==> config.mk <==
export PLATFORM = sky130hd
export DESIGN_NAME = erxsc_top
export DESIGN_NICKNAME = d
export VERILOG_FILES = /design/src/include/erxsc_pkg.sv /design/src/verilog/erxsc_top.sv
export SDC_FILE = /design/constraint.sdc
export NUM_CORES = 1
export LEC_CHECK = 0
export BUFFER_PORTS_ARGS = -buffer_cell sky130_fd_sc_hd__buf_4
export CAP_MARGIN = 20
export CORE_MARGIN = 5
export CORE_UTILIZATION = 48
export CTS_BUF_LIST = sky130_fd_sc_hd__clkbuf_4
export DETAILED_ROUTE_END_ITERATION = 6
export PLACE_DENSITY_LB_ADDON = 0.25
export SLEW_MARGIN = 20
export SYNTH_ARGS = -nofsm -noshare
export SYNTH_HDL_FRONTEND = slang
export SYNTH_SLANG_ARGS = --single-unit
==> constraint.sdc <==
create_clock -name pclk -period 2.55 [get_ports pclk]
set_input_delay 0.255 -clock pclk [delete_from_list [all_inputs] [get_ports pclk]]
set_output_delay 0.255 -clock pclk [all_outputs]
set_load 0.005 [all_outputs]
==> src/include/erxsc_pkg.sv <==
// Package of constants and carrier types for the receive status counters
package erxsc_pkg;
	localparam logic [11:0] ERXSC_STATUS_OFF = 12'h000;
	localparam logic [11:0] ERXSC_DROP_OFF = 12'h004;
	localparam logic [11:0] ERXSC_CTRL_OFF = 12'h008;
	localparam logic [11:0] ERXSC_CLR_OFF = 12'h00c;
	localparam logic [11:0] ERXSC_SET_OFF = 12'h010;
	localparam logic [11:0] ERXSC_INV_OFF = 12'h014;
	localparam logic [11:0] ERXSC_RXST_OFF = 12'h018;
	localparam int ERXSC_CNT_LSB = 16;
	localparam int ERXSC_BUSY_BIT = 7;
	localparam int ERXSC_TXACT_BIT = 6;
	localparam int ERXSC_RXACT_BIT = 5;
	localparam int ERXSC_CTRL_DEC_BIT = 0;
	localparam int ERXSC_CTRL_ON_BIT = 15;
	localparam int ERXSC_CTRL_AFC_BIT = 1;
	localparam int ERXSC_CTRL_PIE_BIT = 2;
	localparam logic [7:0] ERXSC_CNT_MAX = 8'hff;
	localparam logic [7:0] ERXSC_CNT_RST = 8'h00;
	localparam logic [15:0] ERXSC_DROP_RST = 16'h0000;
	localparam logic [31:0] ERXSC_CTRL_WMASK = 32'h0000_8006;
	typedef struct packed {
		logic on;
		logic auto_fc;
		logic pend_ie;
	} erxsc_ctrl_s;
	typedef struct packed {
		logic [7:0] count;
		logic module_active;
		logic transmit_active;
		logic receive_active;
	} erxsc_stat_s;
endpackage : erxsc_pkg

==> src/verilog/erxsc_top.sv <==
// Receive status counters with APB register access
//
// The implementer's own choices: register access over APB and the register offsets.
`timescale 1ns/10ps
module erxsc_top (
	input wire logic pclk,
	input wire logic presetn,
	input wire logic clk_en,
	input wire logic psel,
	input wire logic penable,
	input wire logic pwrite,
	input wire logic [11:0] paddr,
	input wire logic [31:0] pwdata,
	input wire logic [3:0] pstrb,
	output logic [31:0] prdata,
	output logic pready,
	output logic pslverr,
	input wire logic rx_done,
	input wire logic [7:0] rx_desc_used,
	input wire logic rx_ovf_drop,
	input wire logic tx_busy_in,
	input wire logic rx_busy_in,
	input wire logic txn_busy_in,
	output logic rx_halt,
	output logic packet_pending_flag,
	output logic packet_pending_irq,
	output logic rx_overflow_flag_set,
	output logic module_on
);
	erxsc_pkg::erxsc_ctrl_s ctrl_reg;
	erxsc_pkg::erxsc_stat_s stat_reg;
	logic [7:0] count_reg;
	logic busy_reg;
	logic tx_act_reg;
	logic rx_act_reg;
	logic [15:0] drop_reg;
	logic [7:0] cnt_next;
	logic [15:0] drop_next;
	logic [31:0] rdata_next;
	logic acc, wr, rd, hit;
	logic dec_req, inc_req, low_lanes;
	logic [8:0] inc_sum;

	function automatic logic [31:0] wmerge(input logic [31:0] old,
		input logic [31:0] d, input logic [11:0] a);
		case (a)
			erxsc_pkg::ERXSC_SET_OFF: wmerge = old | d;
			erxsc_pkg::ERXSC_CLR_OFF: wmerge = old & ~d;
			erxsc_pkg::ERXSC_INV_OFF: wmerge = old ^ d;
			default: wmerge = d;
		endcase
	endfunction : wmerge

	function automatic logic [31:0] lane_merge(input logic [31:0] old,
		input logic [31:0] d, input logic [3:0] s);
		logic [31:0] r;
		r = old;
		for (int i = 0; i < 4; i++)
		begin
			if (s[i])
				r[i*8 +: 8] = d[i*8 +: 8];
		end
		lane_merge = r;
	endfunction : lane_merge

	assign acc = psel && penable && clk_en;
	assign wr = acc && pwrite;
	assign rd = acc && !pwrite;
	assign pready = 1'b1;
	assign hit = (paddr == erxsc_pkg::ERXSC_STATUS_OFF)
		|| (paddr == erxsc_pkg::ERXSC_DROP_OFF)
		|| (paddr == erxsc_pkg::ERXSC_CTRL_OFF)
		|| (paddr == erxsc_pkg::ERXSC_CLR_OFF)
		|| (paddr == erxsc_pkg::ERXSC_SET_OFF)
		|| (paddr == erxsc_pkg::ERXSC_INV_OFF)
		|| (paddr == erxsc_pkg::ERXSC_RXST_OFF);
	assign pslverr = psel && penable && !hit;
	assign low_lanes = pstrb[0] || pstrb[1];
	assign stat_reg = '{count: count_reg, module_active: busy_reg,
		transmit_active: tx_act_reg, receive_active: rx_act_reg};

	// Control writes (plain, set, clear, invert); decrement is a strobe
	always_ff @(posedge pclk or negedge presetn)
	begin
		if (!presetn)
			ctrl_reg <= '0;
		else if (wr && (paddr == erxsc_pkg::ERXSC_CTRL_OFF
			|| paddr == erxsc_pkg::ERXSC_SET_OFF
			|| paddr == erxsc_pkg::ERXSC_CLR_OFF
			|| paddr == erxsc_pkg::ERXSC_INV_OFF))
		begin
			logic [31:0] cur;
			logic [31:0] nv;
			cur = '0;
			cur[erxsc_pkg::ERXSC_CTRL_ON_BIT] = ctrl_reg.on;
			cur[erxsc_pkg::ERXSC_CTRL_AFC_BIT] = ctrl_reg.auto_fc;
			cur[erxsc_pkg::ERXSC_CTRL_PIE_BIT] = ctrl_reg.pend_ie;
			nv = lane_merge(cur, wmerge(cur, pwdata, paddr), pstrb)
				& erxsc_pkg::ERXSC_CTRL_WMASK;
			ctrl_reg.on <= nv[erxsc_pkg::ERXSC_CTRL_ON_BIT];
			ctrl_reg.auto_fc <= nv[erxsc_pkg::ERXSC_CTRL_AFC_BIT];
			ctrl_reg.pend_ie <= nv[erxsc_pkg::ERXSC_CTRL_PIE_BIT];
		end
	end

	// Decrement request: a write with the decrement bit set and byte lane 0 strobed, at CTRL or SET only
	assign dec_req = wr && pwdata[erxsc_pkg::ERXSC_CTRL_DEC_BIT]
		&& pstrb[0] && (paddr == erxsc_pkg::ERXSC_CTRL_OFF
		|| paddr == erxsc_pkg::ERXSC_SET_OFF);
	assign inc_req = rx_done && clk_en && (rx_desc_used != 8'h00);
	assign inc_sum = {1'b0, stat_reg.count} + {1'b0, rx_desc_used};

	always_comb
	begin
		cnt_next = stat_reg.count;
		if (inc_req && dec_req)
			cnt_next = stat_reg.count;
		else if (inc_req)
			cnt_next = inc_sum[8] ? erxsc_pkg::ERXSC_CNT_MAX
				: inc_sum[7:0];
		else if (dec_req && stat_reg.count != 8'h00)
			cnt_next = stat_reg.count - 8'h01;
	end

	// Buffer count; not touched by the on bit
	always_ff @(posedge pclk or negedge presetn)
	begin
		if (!presetn)
			count_reg <= erxsc_pkg::ERXSC_CNT_RST;
		else if (wr && paddr == erxsc_pkg::ERXSC_RXST_OFF)
			count_reg <= erxsc_pkg::ERXSC_CNT_RST;
		else if (clk_en)
			count_reg <= cnt_next;
	end

	// Activity flags
	always_ff @(posedge pclk or negedge presetn)
	begin
		if (!presetn)
		begin
			busy_reg <= 1'b0;
			tx_act_reg <= 1'b0;
			rx_act_reg <= 1'b0;
		end
		else if (clk_en)
		begin
			busy_reg <= ctrl_reg.on || txn_busy_in;
			tx_act_reg <= ctrl_reg.on && tx_busy_in;
			rx_act_reg <= ctrl_reg.on && rx_busy_in;
		end
	end

	// Dropped frame counter: increment applies after clear-on-read, so both in one cycle give one
	always_comb
	begin
		drop_next = drop_reg;
		if (rd && paddr == erxsc_pkg::ERXSC_DROP_OFF && low_lanes)
			drop_next = erxsc_pkg::ERXSC_DROP_RST;
		if (rx_ovf_drop)
			drop_next = drop_next + 16'h0001;
	end

	always_ff @(posedge pclk or negedge presetn)
	begin
		if (!presetn)
			drop_reg <= erxsc_pkg::ERXSC_DROP_RST;
		else if (clk_en)
			drop_reg <= drop_next;
	end

	always_ff @(posedge pclk or negedge presetn)
	begin
		if (!presetn)
			rx_overflow_flag_set <= 1'b0;
		else if (clk_en)
			rx_overflow_flag_set <= rx_ovf_drop;
	end

	always_comb
	begin
		rdata_next = '0;
		case (paddr)
			erxsc_pkg::ERXSC_STATUS_OFF:
			begin
				rdata_next[erxsc_pkg::ERXSC_CNT_LSB +: 8] = stat_reg.count;
				rdata_next[erxsc_pkg::ERXSC_BUSY_BIT] = stat_reg.module_active;
				rdata_next[erxsc_pkg::ERXSC_TXACT_BIT] =
					stat_reg.transmit_active;
				rdata_next[erxsc_pkg::ERXSC_RXACT_BIT] =
					stat_reg.receive_active;
			end
			erxsc_pkg::ERXSC_DROP_OFF: rdata_next[15:0] = drop_reg;
			erxsc_pkg::ERXSC_CTRL_OFF:
			begin
				rdata_next[erxsc_pkg::ERXSC_CTRL_ON_BIT] = ctrl_reg.on;
				rdata_next[erxsc_pkg::ERXSC_CTRL_AFC_BIT] = ctrl_reg.auto_fc;
				rdata_next[erxsc_pkg::ERXSC_CTRL_PIE_BIT] = ctrl_reg.pend_ie;
			end
			default: rdata_next = '0;
		endcase
	end

	// Read data registered in the setup cycle, so it is valid in access
	always_ff @(posedge pclk or negedge presetn)
	begin
		if (!presetn)
			prdata <= '0;
		else if (clk_en && psel && !penable && !pwrite)
			prdata <= rdata_next;
	end

	assign packet_pending_flag = (stat_reg.count != 8'h00);
	assign packet_pending_irq = packet_pending_flag && ctrl_reg.pend_ie;
	assign rx_halt = ctrl_reg.auto_fc
		&& (stat_reg.count == erxsc_pkg::ERXSC_CNT_MAX);
	assign module_on = ctrl_reg.on;
endmodule : erxsc_top

Yosys cells after proc, flatten, opt, wreduce, memory -nomap -nowiden
Index checks and enable logic that the tools add are counted.
Word-level totals
  register bits after elaboration: 55
  input bits: 67
  output and inout bits: 39
  logic and storage cells: 86
Operators by class
  add/subtract/negate cells: 3
  equality and inequality tests: 8
  mux-type cells: 16
  bitwise gates (word level): 4
  reduce and logical (&&, ||, !) cells: 45
Operator list (count)
  $mux 8: 7
  $pmux 16 s3: 1
  $eq 12x5->1 const B: 3
  $mux 16: 2
  $eq 12x4->1 const B: 2
  $logic_and 1x1->1: 23
  $add 16x1->16 const B: 1
  $and 16x16->16: 1
  $not 16->16: 1
  $or 16x16->16: 1
  $reduce_bool 8->1: 2
  $xor 16x16->16: 1
  $eq 12x3->1 const B: 1
  $logic_not 12->1: 1
  $logic_or 1x1->1: 11
  $add 8x8->9: 1
  $eq 8x8->1 const B: 1
  $sub 8x1->8 const B: 1
  $mux 7: 1
  $pmux 3 s2: 1
  $pmux 2 s2: 1
  $reduce_and 2->1: 2
  $logic_not 1->1: 3
  $reduce_and 3->1: 1
  6 further kinds: 6

Depth between registers and ports, before layout
Gate-level depths: netlist (run 1).
  depth after elaboration: 12
  depth in mapped cells: 12
  gate-level depth less buffers: 12

Worst setup path before layout (run 1)
OpenSTA, ideal clock, no wires.
  path kind: reg-to-reg
  from: register count_reg[0]
  to: register count_reg[3]
  library setup time: 0.121 ns
  arrival: 2.486 ns
  data required time: 2.429 ns
  path slack: -0.057 ns
  cell stages (with the launch flop): 9
  path buffers: 0
  clock period less this slack: 2.607 ns
  cell sequence: dfrtp_1 -> ha_1 -> fa_1 -> a211oi_2 -> o21ai_0 -> a21o_1 -> a211oi_1 -> a22oi_1 -> a22o_1
On the way
  cells in the longest elaborated chain, start to end: 6
  elaborated cells on any way between the ends: 12
  those cells by class: add/sub: 2; mux: 6; reduce/logical: 4
Ends and longest elaborated chain
  from (decl): RTL line erxsc_top.sv:32  | logic [7:0] count_reg;
  from (signal assigned): RTL line erxsc_top.sv:129  | count_reg <= erxsc_pkg::ERXSC_CNT_RST;
  from (signal assigned): RTL line erxsc_top.sv:131  | count_reg <= erxsc_pkg::ERXSC_CNT_RST;
  from (signal assigned): RTL line erxsc_top.sv:133  | count_reg <= cnt_next;
  $sub 8x1->8 or $add 8x8->9 (tied branches): RTL line erxsc_top.sv:122, erxsc_top.sv:111
  $mux 8 (on tied branches): RTL line erxsc_top.sv:121, erxsc_top.sv:119
  $mux 8: RTL line erxsc_top.sv:118  | else if (inc_req)
  $mux 8: RTL line erxsc_top.sv:116  | if (inc_req && dec_req)
  $mux 8: RTL line erxsc_top.sv:132  | else if (clk_en)
  $mux 8: RTL line erxsc_top.sv:130  | else if (wr && paddr == erxsc_pkg::ERXSC_RXST_OFF)
Several ways; a longest one is shown, not always the timed one. The select of a mux whose other input is x is not followed.
A chain may end at the register's enable or synchronous reset.

Final worst setup path (run 1)
Ends and elaborated chain as after synthesis.

==> flow_metrics.tcl, run 1 <==
set metrics [dict create \
    synth.top_cell.area_share 0.3981 \
    outcome "finished, final reports clean" \
    dr_wl_met3_um 357 \
    ys_ff_latch 55 \
    core_area_um2 7137 \
    top_layer_used "met4" \
    cts.sinks 55 \
    multiInputGateArea_um2 1909 \
    fillers 690 \
    track_usage 0.1878 \
    numCtsBuffers 5 \
    largest_reg_flops 24 \
    die_width_um 94.87 \
    finalNetCount 531 \
    wirelength_um 7893 \
    row_count 31 \
    antenna_left 0 \
    cts_root_buffer "clkbuf_4" \
    async_flop_share 1.000 \
    final_area_um2 4160 \
    die_height_um 94.87 \
    wl_met2_um 3904 \
    worst_hold_slack_ns 0.1072 \
    drive_gt1_frac 0.2377 \
    fin_skew_ns 0.01069 \
    hold_path_class "input pin to flip-flop" \
    synth.largest_area_cell "dfrtp_1" \
    start_kind "flip-flop" \
    hold_violations 0 \
    slew_violations 0 \
    crit_fanout 7 \
    first_pass_iters 4 \
    power.leakage_uw 0.001943 \
    h-tree-depth 2 \
    synth_edf_count 0 \
    start_util 0.4844 \
    synth_most_common_cell "dfrtp_1" \
    power.total_uw 2134 \
    syn_area_per_cell_um2 9.146 \
    synthTopCellsByCount "55 x dfrtp_1, 47 x nand2_1, 33 x nor2_1" \
    cts_setup_buffers 0 \
    syn_area_um2 3457 \
    gp_congestion 0.8512 \
    syn2layout_area_growth_pct 20.34 \
    register_area_um2 1376 \
    drv_cap 0 \
    cts_buffer_depth 2 \
    synth_cell_types 61 \
    antenna_found_initial 0 \
    p_per_area_nw_per_um2 513.0 \
    arrival_ns 2.71 \
    clk_pin_slew_ns 0.17 \
    drt_iter0_markers 106 \
    vias_per_cell 5.418 \
    synth.yosys.seq_area_share 0.3981 \
    syn_inst 378 \
    numPortBuffers 66 \
    drt-wirelength-per-cell_um 14.48 \
    ys_warn_count 0 \
    fmax_ghz 0.4153 \
    dieArea_um2 8999 \
    cp_data_required_time_ns 2.85 \
    relSlewSlack 0.5471 \
    rsz0062_at_grt "no" \
    drc_errors 0 \
    dpl_cell_area_um2 4064 \
    period_share 0.9443 \
    setup_viol_count_final 0 \
    dr_total_vias 2953 \
    overflow 0 \
    worstSkewPairLatency_ns 0.38 \
    cp-end-kind "flip-flop" \
    finalCriticalPeriod_ns 2.408 \
    ys.flop_type "dfrtp_1" \
    postLayoutCoreUtil 0.5829 \
    wl_met1_um 3577 \
    peakVddDrop_mv 0.2617 \
    grt_pass1_wl_um 13670 \
    grt_max_degree 56 \
    cts_tree "yes" \
    setup_tns_ns 0 \
    hpwl_um 6000 \
    ioPinCount 106 \
    tightest_slew_ns 0.6793 \
    synthTopCellsByArea "dfrtp_1 40%, ha_1 6.5%, nand2_1 5.1%" \
    n_antenna_cell 0 \
    critical_path_class "flip-flop to flip-flop" \
    grt_pass1_vias 2902 \
]
[worst paths after layout]
kind,cells past startpoint,startpoint,endpoint,slack [ns]
setup / recovery,9,count_reg[0],count_reg[3],0.14
hold / removal,3,tx_busy_in,tx_act_reg,0.11
setup reg to reg,9,count_reg[0],count_reg[3],0.14
hold reg to reg,2,prdata[7],prdata[7],0.50
max in group asynchronous,2,presetn,count_reg[7],1.66
min in group asynchronous,2,presetn,tx_act_reg,0.43
[cell usage in the layout (no fill, tap or decap), types with 4 or more instances in the layout]
cell type	n
nand4_1	6
xnor2_1	11
nand2_1	47
nor2_1	33
xor2_1	12
mux2i_1	8
dfrtp_1	55
a22o_1	15
buf_4	78
o21ai_0	24
ha_1	18
a22oi_1	6
conb_1	9
or3_1	5
o31ai_1	4
inv_1	19
nand3_1	11
a21oi_1	10
and3_1	5
nor3_1	10
clkbuf_4	5
[cell type report]
cell class                      count  share of cell area
Clock buffer                        5            0.009023
Clock inverter                      3             0.01113
Inverter                           19             0.01714
Multi-Input combinational cell    285              0.4589
Sequential cell                    55              0.3308
Tap cell                           99             0.02977
Timing Repair Buffer               79              0.1432
[layer usage]
| metal | vias to the layer above | GRT usage |
|---|---|---|
| li1 | 1451 | - |
| met1 | 1429 | 0.2518 |
| met2 | 67 | 0.3224 |
| met3 | 6 | 0.03187 |
| met4 | 0 | 0.03245 |
| met5 | - | 0 |
[report_power, final]
part	internal, uW	switching [uW]	total, uW
clock network	210	288	498
logic	286	317	602
registers	946	87.5	1030
[metrics by stage]
step	setup WS, ns	cells
2_1_floorplan	0.1298	385
3_3_place_gp	0.1408	536
4_1_cts	0.07107	545
3_5_place_dp	0.1017	536
6_report	0.1421	545
5_1_grt	0.01401	545
[kinds of logic (layout without fill, tap and decap cells)]
group	Yosys count	after routing	synth area share
other	2	9	0.002172
XOR/XNOR	23	23	0.05827
flip-flops	55	55	0.3981
AO/OA/AOI/OAI	81	81	0.1661
multiplexers	9	9	0.02642
AND/OR/NAND/NOR	144	144	0.2186
buffers and inverters	45	106	0.05935
adder cells (fa/ha/maj)	19	19	0.07094
[worst max-delay path: stages, from the launching register on]
cell and delay, ns:
dfrtp_1 0.43, ha_1 0.22, fa_2 0.38, a211oi_2 0.22, o21ai_0 0.18, a21o_1 0.22
a211oi_2 0.21, buf_4 0.17, a22oi_1 0.09, a22o_1 0.20
[what timing repair did]
action / in CTS / in global routing
hold buffers: 1 / 0
endpoints found under the hold margin: 55 / 0
setup endpoints to repair: 0 / 7
gates resized for setup: 0 / 1
Power figures use the tool's default switching activity.
==> run 2: changes to the inputs <==
--- a/config.mk
+++ b/config.mk
@@ -11,6 +11,7 @@
 export CORE_UTILIZATION = 48
 export CTS_BUF_LIST = sky130_fd_sc_hd__clkbuf_4
 export DETAILED_ROUTE_END_ITERATION = 6
+export GPL_TIMING_DRIVEN = 0
 export PLACE_DENSITY_LB_ADDON = 0.25
 export SLEW_MARGIN = 20
 export SYNTH_ARGS = -nofsm -noshare
==> run 2 against run 1 <==
- final cell count up 3.1%
- fmax fell by 0.95%
- critical path type unchanged
- register-to-register slack worse by 0.02 ns
- clock power decreased by 17%
==> flow_metrics.tcl, run 2 (synthesis gave the netlist of run 1 again) <==
set metrics [dict create \
    finalNetCount 548 \
    dieArea_um2 8999 \
    drc_errors 0 \
    tightest_slew_ns 0.6859 \
    relSlewSlack 0.5427 \
    start_kind "flip-flop" \
    dp_slack_ns -0.2894 \
    register_area_um2 1378 \
    core_area_um2 7137 \
    arrival_ns 2.74 \
    fillers 659 \
    row_count 31 \
    grt_pass1_vias 3042 \
    track_usage 0.1913 \
    drive_gt1_frac 0.2376 \
    final_common_cell "buf_4" \
    crit_fanout 7 \
    cp-end-kind "flip-flop" \
    power.total_uw 2061 \
    p_per_area_nw_per_um2 487.6 \
    cts.sinks 55 \
    worstSkewPairLatency_ns 0.39 \
    largest_reg_flops 24 \
    fmax_ghz 0.4114 \
    peakVddDrop_mv 0.2653 \
    start_util 0.4844 \
    hold_path_class "input pin to flip-flop" \
    drt_iter0_markers 150 \
    die_width_um 94.87 \
    dr_total_vias 3018 \
    slew_violations 0 \
    antenna_found_initial 0 \
    finalCriticalPeriod_ns 2.431 \
    fin_skew_ns 0.02319 \
    overflow 0 \
    most-common-layout-cells "77 x buf_4, 54 x dfrtp_1, 47 x nand2_1" \
    cts_buffer_depth 2 \
    drv_cap 0 \
    cts_tree "yes" \
    fin_ws_ns 0.1191 \
    numCtsBuffers 5 \
    grt_pass1_wl_um 13810 \
    outcome "finished, final reports clean" \
    setup_viol_count_final 0 \
    vias_per_cell 5.370 \
    multiInputGateArea_um2 1923 \
    numPortBuffers 64 \
    drt-wirelength-per-cell_um 14.59 \
    die_height_um 94.87 \
    cp_data_required_time_ns 2.85 \
    critical_path_class "flip-flop to flip-flop" \
    n_antenna_cell 0 \
    clk_pin_slew_ns 0.18 \
    antenna_left 0 \
    syn2layout_area_growth_pct 22.26 \
    hpwl_um 6312 \
    power.leakage_uw 0.001967 \
    wirelength_um 8199 \
    gp_congestion 0.8469 \
    first_pass_iters 4 \
    hold_violations 0 \
    period_share 0.9533 \
    cts_root_buffer "clkbuf_4" \
    h-tree-depth 2 \
    ioPinCount 106 \
    grt_max_degree 56 \
]
run 2: routing by layer:
layer,share of wire,GRT usage
met5,0,0
met4,0.012,0.05288
met3,0.042,0.02231
met2,0.51,0.3382
met1,0.44,0.2461
run 2: power by group:
part / internal (uW) / leakage [uW] / switching (uW)
clock: 117 / 0.0000333 / 295
sequential: 947 / 0.000732 / 99.8
combinational: 291 / 0.00120 / 312
run 2: worst max-delay path, cell delays in order, from the launching register on:
cell	delay, ns
dfrtp_2	0.49
ha_1	0.22
fa_2	0.38
a211oi_2	0.26
o21ai_1	0.11
a21o_1	0.22
a211oi_4	0.20
buf_6	0.15
a21oi_1	0.07
a22o_1	0.23
run 2: timing repair:
item | in CTS | in global routing
hold buffers | 1 | 0
endpoints found under the hold margin | 55 | 0
gates cloned | 0 | 0
buffers inserted | 1 | 4
pin swaps | 1 | 2
endpoints found under the setup margin | 7 | 13
gates resized for setup | 2 | 4
run 2: area by class of cell:
cell class | instances | share of cell area
plain buffers | 26 | 0.03168
multi-input cells | 285 | 0.4550
repair buffers | 70 | 0.1258
clock buffers | 5 | 0.008881
flip-flops and latches | 55 | 0.3259
well taps | 99 | 0.02931
clock inverters | 3 | 0.006513
inverters | 19 | 0.01687
run 2: final timing paths:
path	from	slack, ns	endpoint	cells after the start
worst min-delay path	tx_busy_in	0.11	tx_act_reg	3
min in group asynchronous	presetn	0.44	prdata[23]	2
max in group asynchronous	presetn	1.64	count_reg[0]	2
worst min register to register	prdata[11]	0.50	prdata[11]	2
worst max-delay path	count_reg[0]	0.12	count_reg[2]	9
worst max register to register	count_reg[0]	0.12	count_reg[2]	9
run 2: metrics by stage:
| step | hold slack [ns] | instances | setup TNS, ns | instance area (um2) | utilization |
|---|---|---|---|---|---|
| floorplan | -0.04059 | 385 | 0 | 3488 | - |
| finish | 0.1063 | 562 | 0 | 4227 | 0.5922 |
| global route | 0.1279 | 562 | -0.003849 | 4227 | 0.5922 |
| CTS | 0.09923 | 558 | 0 | 4184 | 0.5863 |
| global placement | 0.3394 | 548 | -1.805 | 4093 | 0.5735 |
| detailed placement | 0.3440 | 548 | -2.276 | 4093 | 0.5735 |
==> run 3: changes to the inputs <==
==> constraint.sdc (replaced) <==
create_clock -name pclk -period 2.1 [get_ports pclk]
set_input_delay 0.21 -clock pclk [delete_from_list [all_inputs] [get_ports pclk]]
set_output_delay 0.21 -clock pclk [all_outputs]
set_load 0.005 [all_outputs]
==> run 3 against run 2 <==
- critical path type unchanged
- sequential power increased by 22%
- hold slack got worse by 0.049 ns
- critical path depth unchanged
- highest routed layer unchanged
- utilization increased by 2.1 points
- fmax increased by 4.9%
- the flow now finishes with violations (negative setup slack)
- non-clock buffer count increased by 8
==> flow_metrics.tcl, run 3 (synthesis gave the netlist of run 1 again) <==
set metrics [dict create \
    outcome "finished with violations" \
    violations "negative setup slack" \
    setup_tns_ns -1.298 \
    cts_tree "yes" \
    r2r_setup_slack_ns -0.22 \
    crit_fanout 7 \
    p_per_area_nw_per_um2 588.7 \
    fmax_ghz 0.4317 \
    setup_viol_count_final 7 \
    r2r_end "count_reg[2]" \
    largest_reg_flops 24 \
    peakVddDrop_mv 0.3297 \
    cp-end-kind "flip-flop" \
    grt_pass1_wl_um 13530 \
    pwr-share-comb 0.315 \
    numPortBuffers 64 \
    row_count 31 \
    drv_cap 0 \
    critical_path_class "flip-flop to flip-flop" \
    grt_max_degree 56 \
    min_from "rx_busy_in" \
    drive_gt1_frac 0.2824 \
    period_share 1.103 \
    worstSkewPairLatency_ns 0.38 \
    dpl_cell_area_um2 4128 \
    hold_violations 0 \
    clockPowerShare 0.190 \
    cp_data_required_time_ns 2.39 \
    power.internal_uw 1684 \
    finalNetCount 556 \
    antenna_found_initial 0 \
    start_kind "flip-flop" \
    hold_path_class "input pin to flip-flop" \
    ioPinCount 106 \
    overflow 0 \
    finalCriticalPeriod_ns 2.317 \
    drc_errors 0 \
    track_usage 0.1876 \
    gp_congestion 0.8531 \
    fin_ws_ns -0.2165 \
    hpwl_um 6282 \
    p_seq_frac 0.496 \
    grt_pass1_vias 2928 \
    first_pass_iters 4 \
    n_antenna_cell 0 \
    start_util 0.4844 \
    syn2layout_area_growth_pct 26.57 \
    fin_skew_ns 0.007473 \
    drt_iter0_markers 113 \
    die_width_um 94.87 \
    hold_depth 3 \
    power.leakage_uw 0.002033 \
    r2r-start "count_reg[0]" \
    p_sw_uw 892.0 \
    r2r_cells 9 \
    final_common_cell "buf_4" \
    cts.sinks 55 \
    numCtsBuffers 5 \
    h-tree-depth 2 \
    most-common-layout-cells "86 x buf_4, 52 x dfrtp_1, 47 x nand2_1" \
    dr_total_vias 3034 \
    wirelength_um 8302 \
    die_height_um 94.87 \
    cts_root_buffer "clkbuf_4" \
    min_delay_worst_endpoint "rx_act_reg" \
    clk_pin_slew_ns 0.16 \
    swShare 0.3463 \
    antenna_left 0 \
    arrival_ns 2.61 \
    cts_buffer_depth 2 \
    drt-wirelength-per-cell_um 14.56 \
    relSlewSlack 0.5361 \
    tightest_slew_ns 0.6958 \
    vias_per_cell 5.323 \
    slew_violations 0 \
    core_area_um2 7137 \
    final_area_um2 4375 \
    rsz0062_at_grt "yes" \
    dieArea_um2 8999 \
]
==> run 3: cell types whose count changed in the layout (fill, tap and decap cells not counted), sizes merged <==
cell    change
buf         +9
clkbuf      -1
==> run 3: power by group through the flow <==
| stage | combinational (uW) | sequential, uW | clock, uW |
|---|---|---|---|
| 2_1_floorplan | 523 | 1250 | 0 |
| 3_3_place_gp | 692 | 1290 | 0 |
| 3_5_place_dp | 712 | 1290 | 0 |
| 4_1_cts | 769 | 1270 | 506 |
| 5_1_grt | 902 | 1290 | 548 |
| 6_report | 811 | 1280 | 489 |
==> run 3: final cells by class <==
cell class / instances / area (um2)
multi-input cells: 285 / 2004
flip-flops and latches: 55 / 1380
inverters: 19 / 71.32
repair buffers: 78 / 591.8
fillers: 643 / 2761
plain buffers: 26 / 142.6
clock buffers: 5 / 37.54
clock inverters: 3 / 23.77
well taps: 99 / 123.9
==> run 3: through the flow <==
| step | hold slack (ns) | total power (uW) | cells | util | worst slack (ns) |
|---|---|---|---|---|---|
| 4_1_cts | 0.04810 | 2547 | 564 | 0.6017 | -0.2808 |
| 3_5_place_dp | 0.2980 | 2006 | 548 | 0.5784 | -0.5053 |
| 6_report | 0.05691 | 2576 | 570 | 0.6131 | -0.2165 |
| 5_1_grt | 0.04827 | 2743 | 570 | 0.6131 | -0.2901 |
| 2_1_floorplan | -0.08559 | 1773 | 385 | - | -0.1349 |
| 3_3_place_gp | 0.2934 | 1979 | 548 | 0.5784 | -0.4861 |
==> run 3: critical path, stage by stage (launching register included) <==
cell and delay, ns:
dfrtp_2 0.46, ha_4 0.17, fa_2 0.37, a211oi_4 0.24
o21ai_2 0.11, a21o_1 0.21, a211oi_4 0.20, buf_6 0.16
a21oi_2 0.05, a22o_1 0.25
==> run 3: worst max-delay path by stage <==
| stage | startpoint | end | slack, ns | cells past startpoint |
|---|---|---|---|---|
| finish | count_reg[0] | count_reg[2] | -0.22 | 9 |
| detailed placement | paddr[9] | drop_reg[12] | -0.51 | 13 |
| global placement | paddr[9] | drop_reg[12] | -0.49 | 13 |
| global route | count_reg[0] | count_reg[4] | -0.29 | 9 |
| floorplan | count_reg[0] | count_reg[3] | -0.13 | 8 |
| CTS | count_reg[0] | count_reg[4] | -0.28 | 9 |
==> run 3: per-layer routing <==
layer | vias up | global-route usage | share of wire | wire length (um)
met1 | 1455 | 0.2312 | 0.44 | 3632
met3 | 7 | 0.03108 | 0.040 | 329
li1 | 1504 | - | - | -
met4 | 0 | 0.04567 | 0.0071 | 59
met5 | - | 0 | 0 | 0
met2 | 68 | 0.3400 | 0.52 | 4281
==> run 3: repair_timing <==
item	in CTS	in global routing
cloned	0	0
setup endpoints to repair	13	12
buffers inserted	7	6
hold buffers	1	0
pin swaps	12	16
endpoints found under the hold margin	55	0
gates resized for setup	10	15
